**config.mk**
```make
export PLATFORM = sky130hd
export DESIGN_NAME = gptpc_top
export DESIGN_NICKNAME = d
export VERILOG_FILES = /design/src/gptpc_pkg.sv /design/src/gptpc_axil_slave.sv /design/src/gptpc_top.sv
export VERILOG_INCLUDE_DIRS = /design/src /design/src/src
export SDC_FILE = /design/constraint.sdc
export NUM_CORES = 1
export LEC_CHECK = 0
export BUFFER_PORTS_ARGS = -buffer_cell sky130_fd_sc_hd__buf_4
export CAP_MARGIN = 20
export CORE_ASPECT_RATIO = 2
export CORE_UTILIZATION = 60
export DETAILED_ROUTE_END_ITERATION = 6
export PLACE_DENSITY = 0.89
export SYNTH_ARGS = -nofsm -noshare
export SYNTH_HDL_FRONTEND = slang
export SYNTH_SLANG_ARGS = --single-unit
```
**constraint.sdc**
```tcl
create_clock -name aclk -period 4.84 [get_ports aclk]
set_clock_uncertainty 0.05 [all_clocks]
set_input_delay 0.968 -clock aclk [delete_from_list [all_inputs] [get_ports aclk]]
set_output_delay 0.968 -clock aclk [all_outputs]
set_load 0.05 [all_outputs]
```
**src/gptpc_params.svh**
```systemverilog
`ifndef GPTPC_PARAMS_SVH
`define GPTPC_PARAMS_SVH
// register bus address width
`define GPTPC_AW          8
// register byte offsets
`define GPTPC_OFF_CNT_LO  8'h10
`define GPTPC_OFF_CNT_HI  8'h14
`define GPTPC_OFF_PRD_LO  8'h18
`define GPTPC_OFF_PRD_HI  8'h1c
`define GPTPC_OFF_CTL     8'h20
`define GPTPC_OFF_GCTL    8'h24
// reset value of every register
`define GPTPC_RST_WORD    32'h0000_0000
// writable bits of the control words
`define GPTPC_CTL_WMASK   32'h00c0_01fe
`define GPTPC_GCTL_WMASK  32'h0000_0f0f
// timer_control field positions
`define GPTPC_ENA_HI      22
`define GPTPC_CLK_SEL     8
`define GPTPC_ENA_LO      6
`define GPTPC_PW_SEL      4
`define GPTPC_CLK_MODE    3
`define GPTPC_IN_INV      2
`define GPTPC_OUT_INV     1
`define GPTPC_STATUS      0
// timer_global_control field positions
`define GPTPC_DDR         12
`define GPTPC_PSC         8
`define GPTPC_MODE        2
`define GPTPC_HI_RUN      1
`define GPTPC_LO_RUN      0
// enable select codes
`define GPTPC_ENA_ONCE    2'h1
`define GPTPC_ENA_CONT    2'h2
// timer mode codes
`define GPTPC_MODE_64     2'h0
`define GPTPC_MODE_UNCH   2'h1
`define GPTPC_MODE_CHAIN  2'h3
// bus responses
`define GPTPC_RESP_OKAY   2'h0
`define GPTPC_RESP_SLVERR 2'h2
`endif

```
**src/gptpc_pkg.sv**
```systemverilog
`include "gptpc_params.svh"
package gptpc_pkg;
    // master to slave signals of the register bus
    typedef struct packed {
        logic                   awvalid;
        logic [`GPTPC_AW-1:0]   awaddr;
        logic                   wvalid;
        logic [31:0]            wdata;
        logic [3:0]             wstrb;
        logic                   bready;
        logic                   arvalid;
        logic [`GPTPC_AW-1:0]   araddr;
        logic                   rready;
    } gptpc_axil_req_t;
    // slave to master signals of the register bus
    typedef struct packed {
        logic                   awready;
        logic                   wready;
        logic                   bvalid;
        logic [1:0]             bresp;
        logic                   arready;
        logic                   rvalid;
        logic [31:0]            rdata;
        logic [1:0]             rresp;
    } gptpc_axil_rsp_t;
    // committed register write
    typedef struct packed {
        logic                   en;
        logic [`GPTPC_AW-1:0]   addr;
        logic [31:0]            data;
        logic [3:0]             strb;
    } gptpc_wr_t;
endpackage : gptpc_pkg

```
**src/gptpc_axil_slave.sv**
```systemverilog
`timescale 1ns/1ps
`include "gptpc_params.svh"
module gptpc_axil_slave (
    input  wire logic                      aclk,
    input  wire logic                      aresetn,
    input  wire gptpc_pkg::gptpc_axil_req_t axil_req,
    output gptpc_pkg::gptpc_axil_rsp_t      axil_rsp,
    output gptpc_pkg::gptpc_wr_t            wr,
    input  wire logic                      wr_ok,
    output logic [`GPTPC_AW-1:0]           rd_addr,
    input  wire logic [31:0]               rd_data,
    input  wire logic                      rd_ok
);
    logic                 aw_full_q, aw_full_d;   // write address held
    logic                 w_full_q,  w_full_d;    // write data held
    logic [`GPTPC_AW-1:0] addr_q,    addr_d;
    logic [31:0]          data_q,    data_d;
    logic [3:0]           strb_q,    strb_d;
    logic                 bvalid_q,  bvalid_d;
    logic [1:0]           bresp_q,   bresp_d;
    logic                 rvalid_q,  rvalid_d;
    logic [31:0]          rdata_q,   rdata_d;
    logic [1:0]           rresp_q,   rresp_d;
    logic                 commit;                 // both halves held, response free

    assign commit = aw_full_q & w_full_q & ~bvalid_q;

    // next state of both channels
    always_comb begin
        aw_full_d = aw_full_q;
        w_full_d  = w_full_q;
        addr_d    = addr_q;
        data_d    = data_q;
        strb_d    = strb_q;
        bvalid_d  = bvalid_q;
        bresp_d   = bresp_q;
        rvalid_d  = rvalid_q;
        rdata_d   = rdata_q;
        rresp_d   = rresp_q;
        if (axil_req.awvalid && !aw_full_q) begin
            aw_full_d = 1'b1;
            addr_d    = axil_req.awaddr;
        end
        if (axil_req.wvalid && !w_full_q) begin
            w_full_d = 1'b1;
            data_d   = axil_req.wdata;
            strb_d   = axil_req.wstrb;
        end
        // write lands and response rises on the same edge
        if (commit) begin
            aw_full_d = 1'b0;
            w_full_d  = 1'b0;
            bvalid_d  = 1'b1;
            bresp_d   = wr_ok ? `GPTPC_RESP_OKAY : `GPTPC_RESP_SLVERR;
        end
        if (bvalid_q && axil_req.bready) begin
            bvalid_d = 1'b0;
        end
        if (rvalid_q && axil_req.rready) begin
            rvalid_d = 1'b0;
        end
        // read data captured at the address handshake
        if (axil_req.arvalid && !rvalid_q) begin
            rvalid_d = 1'b1;
            rdata_d  = rd_ok ? rd_data : 32'h0000_0000;
            rresp_d  = rd_ok ? `GPTPC_RESP_OKAY : `GPTPC_RESP_SLVERR;
        end
    end

    // channel registers
    always_ff @(posedge aclk) begin
        if (!aresetn) begin
            aw_full_q <= 1'b0;
            w_full_q  <= 1'b0;
            addr_q    <= '0;
            data_q    <= 32'h0000_0000;
            strb_q    <= 4'h0;
            bvalid_q  <= 1'b0;
            bresp_q   <= 2'h0;
            rvalid_q  <= 1'b0;
            rdata_q   <= 32'h0000_0000;
            rresp_q   <= 2'h0;
        end else begin
            aw_full_q <= aw_full_d;
            w_full_q  <= w_full_d;
            addr_q    <= addr_d;
            data_q    <= data_d;
            strb_q    <= strb_d;
            bvalid_q  <= bvalid_d;
            bresp_q   <= bresp_d;
            rvalid_q  <= rvalid_d;
            rdata_q   <= rdata_d;
            rresp_q   <= rresp_d;
        end
    end

    // outputs
    assign axil_rsp.awready = ~aw_full_q;
    assign axil_rsp.wready  = ~w_full_q;
    assign axil_rsp.bvalid  = bvalid_q;
    assign axil_rsp.bresp   = bresp_q;
    assign axil_rsp.arready = ~rvalid_q;
    assign axil_rsp.rvalid  = rvalid_q;
    assign axil_rsp.rdata   = rdata_q;
    assign axil_rsp.rresp   = rresp_q;
    assign wr.en            = commit;
    assign wr.addr          = addr_q;
    assign wr.data          = data_q;
    assign wr.strb          = strb_q;
    assign rd_addr          = axil_req.araddr;
endmodule : gptpc_axil_slave

```
**src/gptpc_top.sv**
```systemverilog
`timescale 1ns/1ps
`include "gptpc_params.svh"
module gptpc_top (
    input  wire logic                      aclk,
    input  wire logic                      aresetn,
    input  wire gptpc_pkg::gptpc_axil_req_t axil_req,
    output gptpc_pkg::gptpc_axil_rsp_t      axil_rsp,
    input  wire logic                      timer_pin_i,
    output logic                           timer_pin_o,
    output logic                           timer_pin_oe,
    output logic                           match_interrupt_low,
    output logic                           match_interrupt_high,
    output logic                           match_dma_event_low,
    output logic                           match_dma_event_high
);
    gptpc_pkg::gptpc_wr_t wr;                       // committed write
    logic [`GPTPC_AW-1:0] rd_addr;                  // read address
    logic [31:0]          rd_data;                  // read mux
    logic                 rd_ok, wr_ok;             // address decodes
    logic [31:0]          strb_mask;                // byte lanes as bit mask
    logic [31:0]          prd_lo_q, prd_lo_d;       // period_lower_half
    logic [31:0]          prd_hi_q, prd_hi_d;       // period_upper_half
    logic [31:0]          ctl_q, ctl_d;             // timer_control, writable bits
    logic [31:0]          gctl_q, gctl_d;           // timer_global_control, writable bits
    logic [31:0]          cnt_lo_q, cnt_lo_d;       // counter_lower_half
    logic [31:0]          cnt_hi_q, cnt_hi_d;       // counter_upper_half
    logic [3:0]           ddr_q, ddr_d;             // upper_divide_down_count
    logic                 step_q, step_d;           // prescaler wrap, one cycle late
    logic                 chain_q, chain_d;         // upper match feeding lower in chain
    logic                 pin_prev_q;               // last conditioned pin level
    logic                 out_q, out_d;             // output_level_status
    logic [1:0]           pw_q, pw_d;               // pulse cycles still to go
    logic                 evt_lo_q, evt_hi_q;       // registered match pulses
    logic                 match_lo, match_hi;       // match on this edge
    logic [64:0]          s64, slo, shi;            // step results {hit, value}

    // control fields
    logic [1:0] ena_lo, ena_hi, pw_sel, mode;
    logic [3:0] psc;
    logic       clk_sel, clk_mode, in_inv, out_inv, run_lo, run_hi;
    logic       m64, mun, mch, ext_lvl, tick_lo, go_lo, go_hi, lo_tick, hi_en;

    assign ena_lo   = ctl_q[`GPTPC_ENA_LO +: 2];
    assign ena_hi   = ctl_q[`GPTPC_ENA_HI +: 2];
    assign pw_sel   = ctl_q[`GPTPC_PW_SEL +: 2];
    assign clk_sel  = ctl_q[`GPTPC_CLK_SEL];
    assign clk_mode = ctl_q[`GPTPC_CLK_MODE];
    assign in_inv   = ctl_q[`GPTPC_IN_INV];
    assign out_inv  = ctl_q[`GPTPC_OUT_INV];
    assign psc      = gctl_q[`GPTPC_PSC +: 4];
    assign mode     = gctl_q[`GPTPC_MODE +: 2];
    assign run_hi   = gctl_q[`GPTPC_HI_RUN];
    assign run_lo   = gctl_q[`GPTPC_LO_RUN];
    // mode decode, code 2 runs the lower half alone and stops the upper half
    assign m64      = (mode == `GPTPC_MODE_64);
    assign mun      = (mode == `GPTPC_MODE_UNCH);
    assign mch      = (mode == `GPTPC_MODE_CHAIN);
    // enable decode, code 3 counts nothing
    assign go_lo    = (ena_lo == `GPTPC_ENA_ONCE) || (ena_lo == `GPTPC_ENA_CONT);
    assign go_hi    = (ena_hi == `GPTPC_ENA_ONCE) || (ena_hi == `GPTPC_ENA_CONT);

    // conditioned pin and count clock enable
    assign ext_lvl  = timer_pin_i ^ in_inv;
    assign tick_lo  = clk_sel ? (ext_lvl & ~pin_prev_q) : 1'b1;
    assign lo_tick  = mch ? chain_q : tick_lo;
    // upper half: own enable when unchained, prescales lower when chained
    assign hi_en    = run_hi & (mun ? go_hi : (mch & go_lo));

    // one count step: hold or clear at period, else increment
    function automatic logic [64:0] step(input logic [63:0] c, input logic [63:0] p,
                                         input logic cont);
        logic [63:0] n;
        n = c + 64'h1;
        if (c == p) begin
            step = {1'b0, (cont ? 64'h0 : c)};
        end else begin
            step = {(n == p), n};
        end
    endfunction : step

    assign s64 = step({cnt_hi_q, cnt_lo_q}, {prd_hi_q, prd_lo_q},
                      ena_lo == `GPTPC_ENA_CONT);
    assign slo = step({32'h0, cnt_lo_q}, {32'h0, prd_lo_q},
                      ena_lo == `GPTPC_ENA_CONT);
    assign shi = step({32'h0, cnt_hi_q}, {32'h0, prd_hi_q},
                      mch || (ena_hi == `GPTPC_ENA_CONT));

    // counter next state
    always_comb begin
        cnt_lo_d = cnt_lo_q;
        cnt_hi_d = cnt_hi_q;
        ddr_d    = ddr_q;
        step_d   = 1'b0;
        chain_d  = 1'b0;
        match_lo = 1'b0;
        match_hi = 1'b0;
        if (m64) begin
            // both run bits needed for one long counter
            if (run_lo && run_hi && go_lo && tick_lo) begin
                {cnt_hi_d, cnt_lo_d} = s64[63:0];
                match_lo = s64[64];
            end
        end else begin
            // lower half on its own clock or the chain pulse
            if (run_lo && go_lo && lo_tick) begin
                cnt_lo_d = slo[31:0];
                match_lo = slo[64];
            end
            // prescaler runs on every upper timer clock
            if (hi_en && (mun || tick_lo)) begin
                if (ddr_q == psc) begin
                    ddr_d  = 4'h0;
                    step_d = 1'b1;
                end else begin
                    ddr_d = ddr_q + 4'h1;
                end
            end
            // upper counter moves the cycle after the wrap
            if (hi_en && step_q) begin
                cnt_hi_d = shi[31:0];
                match_hi = shi[64] & mun;
                chain_d  = shi[64] & mch;
            end
        end
    end

    // output level next state
    always_comb begin
        out_d = out_q;
        pw_d  = pw_q;
        if (!run_lo) begin
            out_d = 1'b0;
            pw_d  = 2'h0;
        end else if (clk_mode) begin
            if (match_lo) begin
                out_d = ~out_q;
            end
        end else if (match_lo) begin
            out_d = 1'b1;
            pw_d  = pw_sel;
        end else if (out_q) begin
            if (pw_q == 2'h0) begin
                out_d = 1'b0;
            end else begin
                pw_d = pw_q - 2'h1;
            end
        end
    end

    // byte lanes expanded to bits
    for (genvar b = 0; b < 4; b++) begin : g_lane
        assign strb_mask[8*b +: 8] = {8{wr.strb[b]}};
    end

    // register write next state, reserved bits never stored
    always_comb begin
        prd_lo_d = prd_lo_q;
        prd_hi_d = prd_hi_q;
        ctl_d    = ctl_q;
        gctl_d   = gctl_q;
        if (wr.en) begin
            unique case (wr.addr)
                `GPTPC_OFF_PRD_LO: prd_lo_d = (prd_lo_q & ~strb_mask)
                                              | (wr.data & strb_mask);
                `GPTPC_OFF_PRD_HI: prd_hi_d = (prd_hi_q & ~strb_mask)
                                              | (wr.data & strb_mask);
                `GPTPC_OFF_CTL:    ctl_d = (ctl_q & ~(strb_mask & `GPTPC_CTL_WMASK))
                                           | (wr.data & strb_mask & `GPTPC_CTL_WMASK);
                `GPTPC_OFF_GCTL:   gctl_d = (gctl_q & ~(strb_mask & `GPTPC_GCTL_WMASK))
                                            | (wr.data & strb_mask & `GPTPC_GCTL_WMASK);
                default:           ;                                // counters read only
            endcase
        end
    end

    // write decode, counters accept and ignore
    assign wr_ok = (wr.addr == `GPTPC_OFF_CNT_LO) || (wr.addr == `GPTPC_OFF_CNT_HI) ||
                   (wr.addr == `GPTPC_OFF_PRD_LO) || (wr.addr == `GPTPC_OFF_PRD_HI) ||
                   (wr.addr == `GPTPC_OFF_CTL)    || (wr.addr == `GPTPC_OFF_GCTL);

    // read mux
    always_comb begin
        rd_ok   = 1'b1;
        rd_data = 32'h0000_0000;
        unique case (rd_addr)
            `GPTPC_OFF_CNT_LO: rd_data = cnt_lo_q;
            `GPTPC_OFF_CNT_HI: rd_data = cnt_hi_q;
            `GPTPC_OFF_PRD_LO: rd_data = prd_lo_q;
            `GPTPC_OFF_PRD_HI: rd_data = prd_hi_q;
            `GPTPC_OFF_CTL:    rd_data = ctl_q | {31'h0, out_q};
            `GPTPC_OFF_GCTL:   rd_data = {16'h0, ddr_q, gctl_q[11:0]};
            default:           rd_ok   = 1'b0;
        endcase
    end

    // all state registers
    always_ff @(posedge aclk) begin
        if (!aresetn) begin
            prd_lo_q   <= `GPTPC_RST_WORD;
            prd_hi_q   <= `GPTPC_RST_WORD;
            ctl_q      <= `GPTPC_RST_WORD;
            gctl_q     <= `GPTPC_RST_WORD;
            cnt_lo_q   <= `GPTPC_RST_WORD;
            cnt_hi_q   <= `GPTPC_RST_WORD;
            ddr_q      <= 4'h0;
            step_q     <= 1'b0;
            chain_q    <= 1'b0;
            pin_prev_q <= 1'b0;
            out_q      <= 1'b0;
            pw_q       <= 2'h0;
            evt_lo_q   <= 1'b0;
            evt_hi_q   <= 1'b0;
        end else begin
            prd_lo_q   <= prd_lo_d;
            prd_hi_q   <= prd_hi_d;
            ctl_q      <= ctl_d;
            gctl_q     <= gctl_d;
            cnt_lo_q   <= cnt_lo_d;
            cnt_hi_q   <= cnt_hi_d;
            ddr_q      <= ddr_d;
            step_q     <= step_d;
            chain_q    <= chain_d;
            pin_prev_q <= ext_lvl;
            out_q      <= out_d;
            pw_q       <= pw_d;
            evt_lo_q   <= match_lo;
            evt_hi_q   <= match_hi;
        end
    end

    // pins and event outputs
    assign timer_pin_o          = out_q ^ out_inv;
    assign timer_pin_oe         = ~clk_sel;
    assign match_interrupt_low  = evt_lo_q;
    assign match_dma_event_low  = evt_lo_q;
    assign match_interrupt_high = evt_hi_q;
    assign match_dma_event_high = evt_hi_q;

    // register bus slave
    gptpc_axil_slave u_bus (
        .aclk     (aclk),
        .aresetn  (aresetn),
        .axil_req (axil_req),
        .axil_rsp (axil_rsp),
        .wr       (wr),
        .wr_ok    (wr_ok),
        .rd_addr  (rd_addr),
        .rd_data  (rd_data),
        .rd_ok    (rd_ok)
    );
endmodule : gptpc_top

```
==> impl_metrics.toml, run 1 <==
[logic_synthesis]
ys_seq_elements = 240
yosys.area.top_type = "dfxtp_1"
syn_area_um2 = 13880
synth.avg_cell_area_um2 = 8.050
synth.yosys.seq_area_share = 0.3462
netlist_instances = 1724
yosysWarnings = 0
synth_edf_count = 0
synth_cell_types = 71
synth_area_leaders = "dfxtp_1 (35%), nor2_1 (6.6%), xnor2_1 (6.2%)"
synth_top_area_frac = 0.3462
async_reset_ff_frac = 0
yosys_most_used_dff = "dfxtp_1"

[run_status]
stop_stage = "global routing"
status = "did not finish"
firstError = "[ERROR GRT-0116] Global routing finished with congestion. Check the congestion regions in the DRC Viewer."

[clock_tree]
cts_sinks = 240
post_cts_buffers = 0
cts_buffers = 22
htreeDepth = 1
hold_buffers = 0
cts-resized-gates = 0
ctsRootBufferMaster = "clkbuf_16"
cts.path.max_buffers = 3

[global_routing]
grt_max_degree = 180
grt_usage = 0.5860
gr-total-overflow = 9
grt_pass1_wl_um = 99790
grt_pass1_vias = 14917

[placed_design]
gp_congestion = 1.237
postPlaceCellArea_um2 = 14930
dp_hpwl_um = 45700
io_buffers = 104
place_inst = 2039

[floorplan]
fp.dieH_um = 217.1
placementRows = 78
io_pins = 107
dieWidth_um = 109.5
initial_core_util = 0.6130
[cells by family after synthesis]
family                     Yosys count  synth area share
buffers and inverters              151           0.04580
DFF                                240            0.3462
adders and majority gates            6          0.005409
AOI/OAI and AO/OA                  300            0.1322
xor gates and xnor gates           163            0.1029
other                                1         0.0002702
and+or+nand+nor                    764            0.2667
muxes                               99            0.1006
[cell usage after synthesis, drive strengths merged, types with 16 or more instances]
master,count
mux4,32
xor2,64
nand4,52
nor2,243
a31oi,16
and3,17
o21ai,50
buf,44
a21oi,135
dfxtp,240
nand2,213
clkbuf,81
inv,26
or3,17
nor3,51
a22oi,27
mux2i,66
nand3,70
xnor2,99
nor4,30
[per-layer routing]
layer,track usage,overflow
met1,0.6170,0
met2,0.8119,5
met3,0.3276,1
met4,0.5236,3
met5,0.05804,0
[through the flow]
stage          setup WS (ns)  hold WS [ns]
2_1_floorplan          1.381        0.3987
3_3_place_gp          0.5776        0.4058
3_5_place_dp          0.6938        0.4112
4_1_cts               0.6849        0.4209
==> run 2: changes to the inputs <==
--- a/config.mk
+++ b/config.mk
@@ -8,10 +8,9 @@
 export LEC_CHECK = 0
 export BUFFER_PORTS_ARGS = -buffer_cell sky130_fd_sc_hd__buf_4
 export CAP_MARGIN = 20
-export CORE_ASPECT_RATIO = 2
-export CORE_UTILIZATION = 60
+export CORE_UTILIZATION = 40
 export DETAILED_ROUTE_END_ITERATION = 6
-export PLACE_DENSITY = 0.89
+export PLACE_DENSITY_LB_ADDON = 0.15
 export SYNTH_ARGS = -nofsm -noshare
 export SYNTH_HDL_FRONTEND = slang
 export SYNTH_SLANG_ARGS = --single-unit
==> run 2 against run 1 <==
Against the previous run:
- the run now ends clean
- area after synthesis did not move
- synthesized cell count is the same
==> impl_metrics.toml, run 2 <==
[run_status]
status = "complete, no violations"

[placed_design]
io_buffers = 104
place_ws_ns = 0.5700
dp_hpwl_um = 44610
gp_congestion = 1.049

[layout]
final_cell_mix = "nor2_1 (243), dfxtp_1 (240), nand2_1 (213), buf_4 (141), a21oi_1 (134)"
final_common_cell = "nor2_1"
drive_above_1_share = 0.1413
syn2layout_area_growth_pct = 14.99
multi_input_area_um2 = 8463
antenna_cells = 0
fill_cells = 3452
nets = 1838
seq_area_um2 = 4805
fin_util = 0.4712

[logic_synthesis]
ys_seq_elements = 240
synth_edf_count = 0
syn_area_um2 = 13880
async_reset_ff_frac = 0
yosys.cell_count.top_type = "nor2_1"
synth_top_area_frac = 0.3462
netlist_top_cells_count = "nor2_1 (243), dfxtp_1 (240), nand2_1 (213)"
synth.yosys.seq_area_share = 0.3462
yosys_most_used_dff = "dfxtp_1"
yosys.area.top_type = "dfxtp_1"
synth.avg_cell_area_um2 = 8.050
netlist_instances = 1724
synth_cell_types = 71
synth_area_leaders = "dfxtp_1 (35%), nor2_1 (6.6%), xnor2_1 (6.2%)"
yosysWarnings = 0

[timing]
tightestPinTransition_ns = 0.9897
timing.fmax_mhz = 225.8
rsz0062_at_grt = "false"
setup_tns_ns = 0
maxSlewHeadroom = 0.3402
drv_slew = 0
period_minus_slack_ns = 4.429
hold_viol = 0
setup_ws_ns = 0.4109
post-route-period-util = 0.9151
setup_viol = 0

[floorplan]
fp.dieH_um = 188.3
core_um2 = 33870
dieWidth_um = 188.3
die_area_um2 = 35450
placementRows = 67
io_pins = 107
initial_core_util = 0.4098

[setup_path]
max_stage_delay_ns = 0.72
timing.rr.start = "cnt_hi_q[1]$_SDFFE_PN0P_"
crit_type = "flip-flop to flip-flop"
ff2ff_path_depth = 11
crit_start = "cnt_hi_q[1]$_SDFFE_PN0P_"
required_ns = 5.30
cp-start-kind = "flip-flop"
end_kind = "flip-flop"
crit_path_max_fanout = 9
cp.arrival_ns = 4.89
crit_top_cell = "nand4_1"
cpMaxStageDelayCell = "a2111oi_1"
crit_chain = "ha_1 > nand4_1 > or2_1 > or4_1 > xor2_1 > nand4_1 > a2111oi_1 > nand4_1 > o31a_1 > or4_1 > a31oi_1"

[clock_tree]
cts.path.max_buffers = 3
cts-resized-gates = 0
ctsRootBufferMaster = "clkbuf_16"
tritoncts = "done"
cts_buffers = 28
hold_buffers = 0
post_cts_buffers = 0
htreeDepth = 1
clock_latency_ns = 0.59
cts_sinks = 240
clk_pin_slew_ns = 0.06

[global_routing]
grt_usage = 0.3227
antenna_found_initial = 0
grt_pass1_vias = 12592
grt_pass1_wl_um = 84910
gr-total-overflow = 0
grt_max_degree = 109

[run]
maxCapViolCount = 0

[route]
drc = 0
vias = 13712
wire_per_inst_um = 25.95
routed_wl_um = 58100
dr.first_iter.drc_count = 1491
first_pass_iters = 6
vias_per_cell = 6.124
ant_nets = 0

[power_and_ir_drop]
p_per_area_nw_per_um2 = 282.1
power_leakage_nw = 6.085
peakVddDrop_v = 0.0002564

[worst_hold_path]
worstHoldPathCells = 2
min_path_type = "flip-flop to flip-flop"
hp-start = "u_bus.data_q[31]$_SDFFE_PN0P_"
## run 2: cell counts after synthesis
Identical to the previous run, type by type.
## run 2: critical path, delay by kind of cell (launching register included)
family	cells	cell delay, ns
AND/OR/NAND/NOR	6	1.87
adder cells (fa/ha/maj)	1	0.45
AO/OA/AOI/OAI	3	1.24
flip-flops	1	0.54
XOR/XNOR	1	0.21
## run 2: area by class of cell
class,count,share of cell area
Multi-Input combinational cell,1334,0.5303
Sequential cell,240,0.3011
Timing Repair Buffer,142,0.06758
Clock buffer,42,0.05159
Tap cell,448,0.03512
Clock inverter,7,0.007918
Inverter,26,0.006429
## run 2: kinds of logic after synthesis
logic type,Yosys count,share of synthesized area
other,1,0.0002702
buffers and inverters,151,0.04580
multiplexers,99,0.1006
adder cells (fa/ha/maj),6,0.005409
XOR/XNOR,163,0.1029
flip-flops,240,0.3462
AND/OR/NAND/NOR,764,0.2667
AO/OA/AOI/OAI,300,0.1322
## run 2: path summary, 6_finish.rpt
path                                    to  slack [ns]
max                   pw_q[0]$_SDFFE_PN0P_        0.41
min          u_bus.data_q[31]$_SDFFE_PN0P_        0.43
max reg2reg           pw_q[0]$_SDFFE_PN0P_        0.41
min reg2reg  u_bus.data_q[31]$_SDFFE_PN0P_        0.43
## run 2: stage by stage
step / hold WS, ns / cells / area (µm²) / power, mW
4_1_cts: 0.4334 / 2238 / 15950 / 4.535
6_report: 0.4296 / 2239 / 15960 / 4.502
3_3_place_gp: 0.4144 / 2189 / 15000 / 2.318
2_1_floorplan: 0.3987 / 1725 / 13880 / 2.216
5_1_grt: 0.4546 / 2239 / 15960 / 4.637
3_5_place_dp: 0.4184 / 2189 / 15000 / 2.321
## run 2: layer usage
layer | part of all wire | wire length (µm) | GRT usage | vias up
met2 | 0.43 | 24720 | 0.4841 | 765
met4 | 0.037 | 2162 | 0.1079 | 0
met5 | 0 | 0 | 0 | -
li1 | - | - | - | 6183
met3 | 0.11 | 6255 | 0.08419 | 139
met1 | 0.43 | 24960 | 0.4467 | 6625
## run 2: report_power, final
part / internal, mW / total, mW / leakage (nW) / switching [mW]
Clock: 1.32 / 2.22 / 0.457 / 0.899
Combinational: 0.0831 / 0.231 / 3.69 / 0.148
Sequential: 2.01 / 2.05 / 1.94 / 0.0423
Total: 3.41 / 4.50 / 6.08 / 1.09
Note: power is estimated with default switching activity, not from simulation.
==> run 3: changes to the inputs <==
--- a/config.mk
+++ b/config.mk
@@ -8,6 +8,7 @@
 export LEC_CHECK = 0
 export BUFFER_PORTS_ARGS = -buffer_cell sky130_fd_sc_hd__buf_4
 export CAP_MARGIN = 20
+export CORE_MARGIN = 5
 export CORE_UTILIZATION = 40
 export DETAILED_ROUTE_END_ITERATION = 6
 export PLACE_DENSITY_LB_ADDON = 0.15
==> run 3 against run 2 <==
Against the previous run:
- critical path depth is the same
- sequential power is essentially flat
- routed wire length shrank 1.7%
- hold slack lost 0.0052 ns
- clock-buffer cell count shrank 3
- via count shrank 2.2%
- maximum frequency grew 0.78%
- die area grew 8.7%
- critical path type unchanged
- largest cell class unchanged
- final area shrank 0.59%
- highest routed layer unchanged
- sequential share of layout area grew 0.18 points
- flip-flop and latch count is the same
==> impl_metrics.toml, run 3 (synthesis gave the netlist of run 2 again) <==
[setup_path]
crit_chain = "ha_1 > nand4_1 > or2_1 > or4_1 > xor2_1 > nand4_1 > a2111oi_1 > nand4_1 > o31a_1 > or4_1 > a31oi_1"
cp_top_family = "simple AND/OR/NAND/NOR gates"
end_kind = "flip-flop"
crit_buf_inv = 0
cp.arrival_ns = 4.83
cp-start-kind = "flip-flop"
crit_type = "flip-flop to flip-flop"
cpMaxStageDelayCell = "dfxtp_1"
required_ns = 5.27
path_depth = 11
crit_path_max_fanout = 9
ff2ff_path_depth = 11
max_stage_delay_ns = 0.55
crit_top_cell = "nand4_1"

[power_and_ir_drop]
power_mw = 4.338
p_per_area_nw_per_um2 = 273.4
power_leakage_nw = 6.040
pwr-share-seq = 0.470
swShare = 0.2383
p_switching_mw = 1.034
peakVddDrop_v = 0.0002574
cellInternalPower_mw = 3.305
p_clk_frac = 0.476
combPwrFrac = 0.053

[placed_design]
postPlaceCellArea_um2 = 14990
io_buffers = 104
place_inst = 2193
gp_congestion = 0.9971
dp_hpwl_um = 45050
place_ws_ns = 0.6265

[global_routing]
antenna_found_initial = 1
grt_max_degree = 111
grt_pass1_vias = 12527
grt_usage = 0.2872
gr-total-overflow = 0
grt_pass1_wl_um = 83610

[route]
vias_per_cell = 5.987
drc = 0
ant_nets = 0
vias = 13410
first_pass_iters = 6
routed_wl_um = 57120
wire_per_inst_um = 25.50
dr.first_iter.drc_count = 1362

[clock_tree]
clk_pin_slew_ns = 0.06
htreeDepth = 1
ctsRootBufferMaster = "clkbuf_16"
clock_latency_ns = 0.56
hold_buffers = 0
cts_sinks = 240
cts.path.max_buffers = 3
tritoncts = "done"
post_cts_buffers = 0
cts_buffers = 27
cts-resized-gates = 0

[layout]
nets = 1833
antenna_cells = 0
final_cell_mix = "nor2_1 (243), dfxtp_1 (240), nand2_1 (213), buf_4 (137), a21oi_1 (134)"
syn2layout_area_growth_pct = 14.32
final_common_cell = "nor2_1"
final_cell_count_no_fill = 2240
design_area_um2 = 15870
drive_above_1_share = 0.1384
fin_util = 0.4616
fill_cells = 3572

[timing]
hold_viol = 0
rsz0062_at_grt = "false"
setup_viol = 0
setup_tns_ns = 0
post-route-period-util = 0.9080
tightestPinTransition_ns = 1.117
timing.fmax_mhz = 227.5
drv_slew = 0
setup_ws_ns = 0.4451
fin_hold_ws_ns = 0.4243
maxSlewHeadroom = 0.2528
period_minus_slack_ns = 4.395

[worst_hold_path]
worstHoldPathCells = 2
min_path_type = "flip-flop to flip-flop"

[run_status]
status = "complete, no violations"

[floorplan]
die_area_um2 = 38520
fp.dieH_um = 196.3
initial_core_util = 0.4038
core_um2 = 34370
io_pins = 107
placementRows = 68
dieWidth_um = 196.3

[run]
maxCapViolCount = 0
## run 3: cell count changes in the layout (fill, tap and decap cells not counted), sizes merged
| cell | previous run | this run |
|---|---|---|
| bufinv | 3 | 2 |
| clkbuf | 42 | 39 |
| clkinv | 2 | 4 |
| buf | 142 | 138 |
## run 3: final timing paths
| path | from | endpoint | slack, ns |
|---|---|---|---|
| max | cnt_hi_q[1]$_SDFFE_PN0P_ | pw_q[0]$_SDFFE_PN0P_ | 0.45 |
| min | u_bus.data_q[17]$_SDFFE_PN0P_ | u_bus.data_q[17]$_SDFFE_PN0P_ | 0.42 |
| max reg2reg | cnt_hi_q[1]$_SDFFE_PN0P_ | pw_q[0]$_SDFFE_PN0P_ | 0.45 |
| min reg2reg | u_bus.data_q[17]$_SDFFE_PN0P_ | u_bus.data_q[17]$_SDFFE_PN0P_ | 0.42 |
## run 3: worst min-delay path: cells and delay by family (launching register included)
kind / cells / cell delay (ns)
compound gates: 1 / 0.05
simple gates: 1 / 0.06
flops: 1 / 0.32
## run 3: layer usage
metal | wire length, µm | global-route usage | up-vias
li1 | - | - | 6176
met1 | 24800 | 0.3969 | 6461
met2 | 24820 | 0.4408 | 677
met3 | 5664 | 0.07608 | 96
met4 | 1836 | 0.08689 | 0
met5 | 0 | 0 | -
## run 3: final cells by class
class | count | area [µm²] | share of cell area
clock buffers | 39 | 780.7 | 0.04921
clock inverters | 8 | 95.09 | 0.005994
inverters | 26 | 102.6 | 0.006467
multi-input cells | 1334 | 8464 | 0.5335
flip-flops and latches | 240 | 4805 | 0.3028
well taps | 455 | 569.3 | 0.03588
repair buffers | 138 | 1049 | 0.06609
## run 3: power by group through the flow
stage	clock network [mW]	logic, mW	registers (mW)
final	2.07	0.231	2.04
after global routing	2.20	0.251	2.04
after CTS	2.12	0.234	2.04
after detailed placement	0	0.234	2.08
after global placement	0	0.233	2.08
after floorplan	0	0.137	2.08
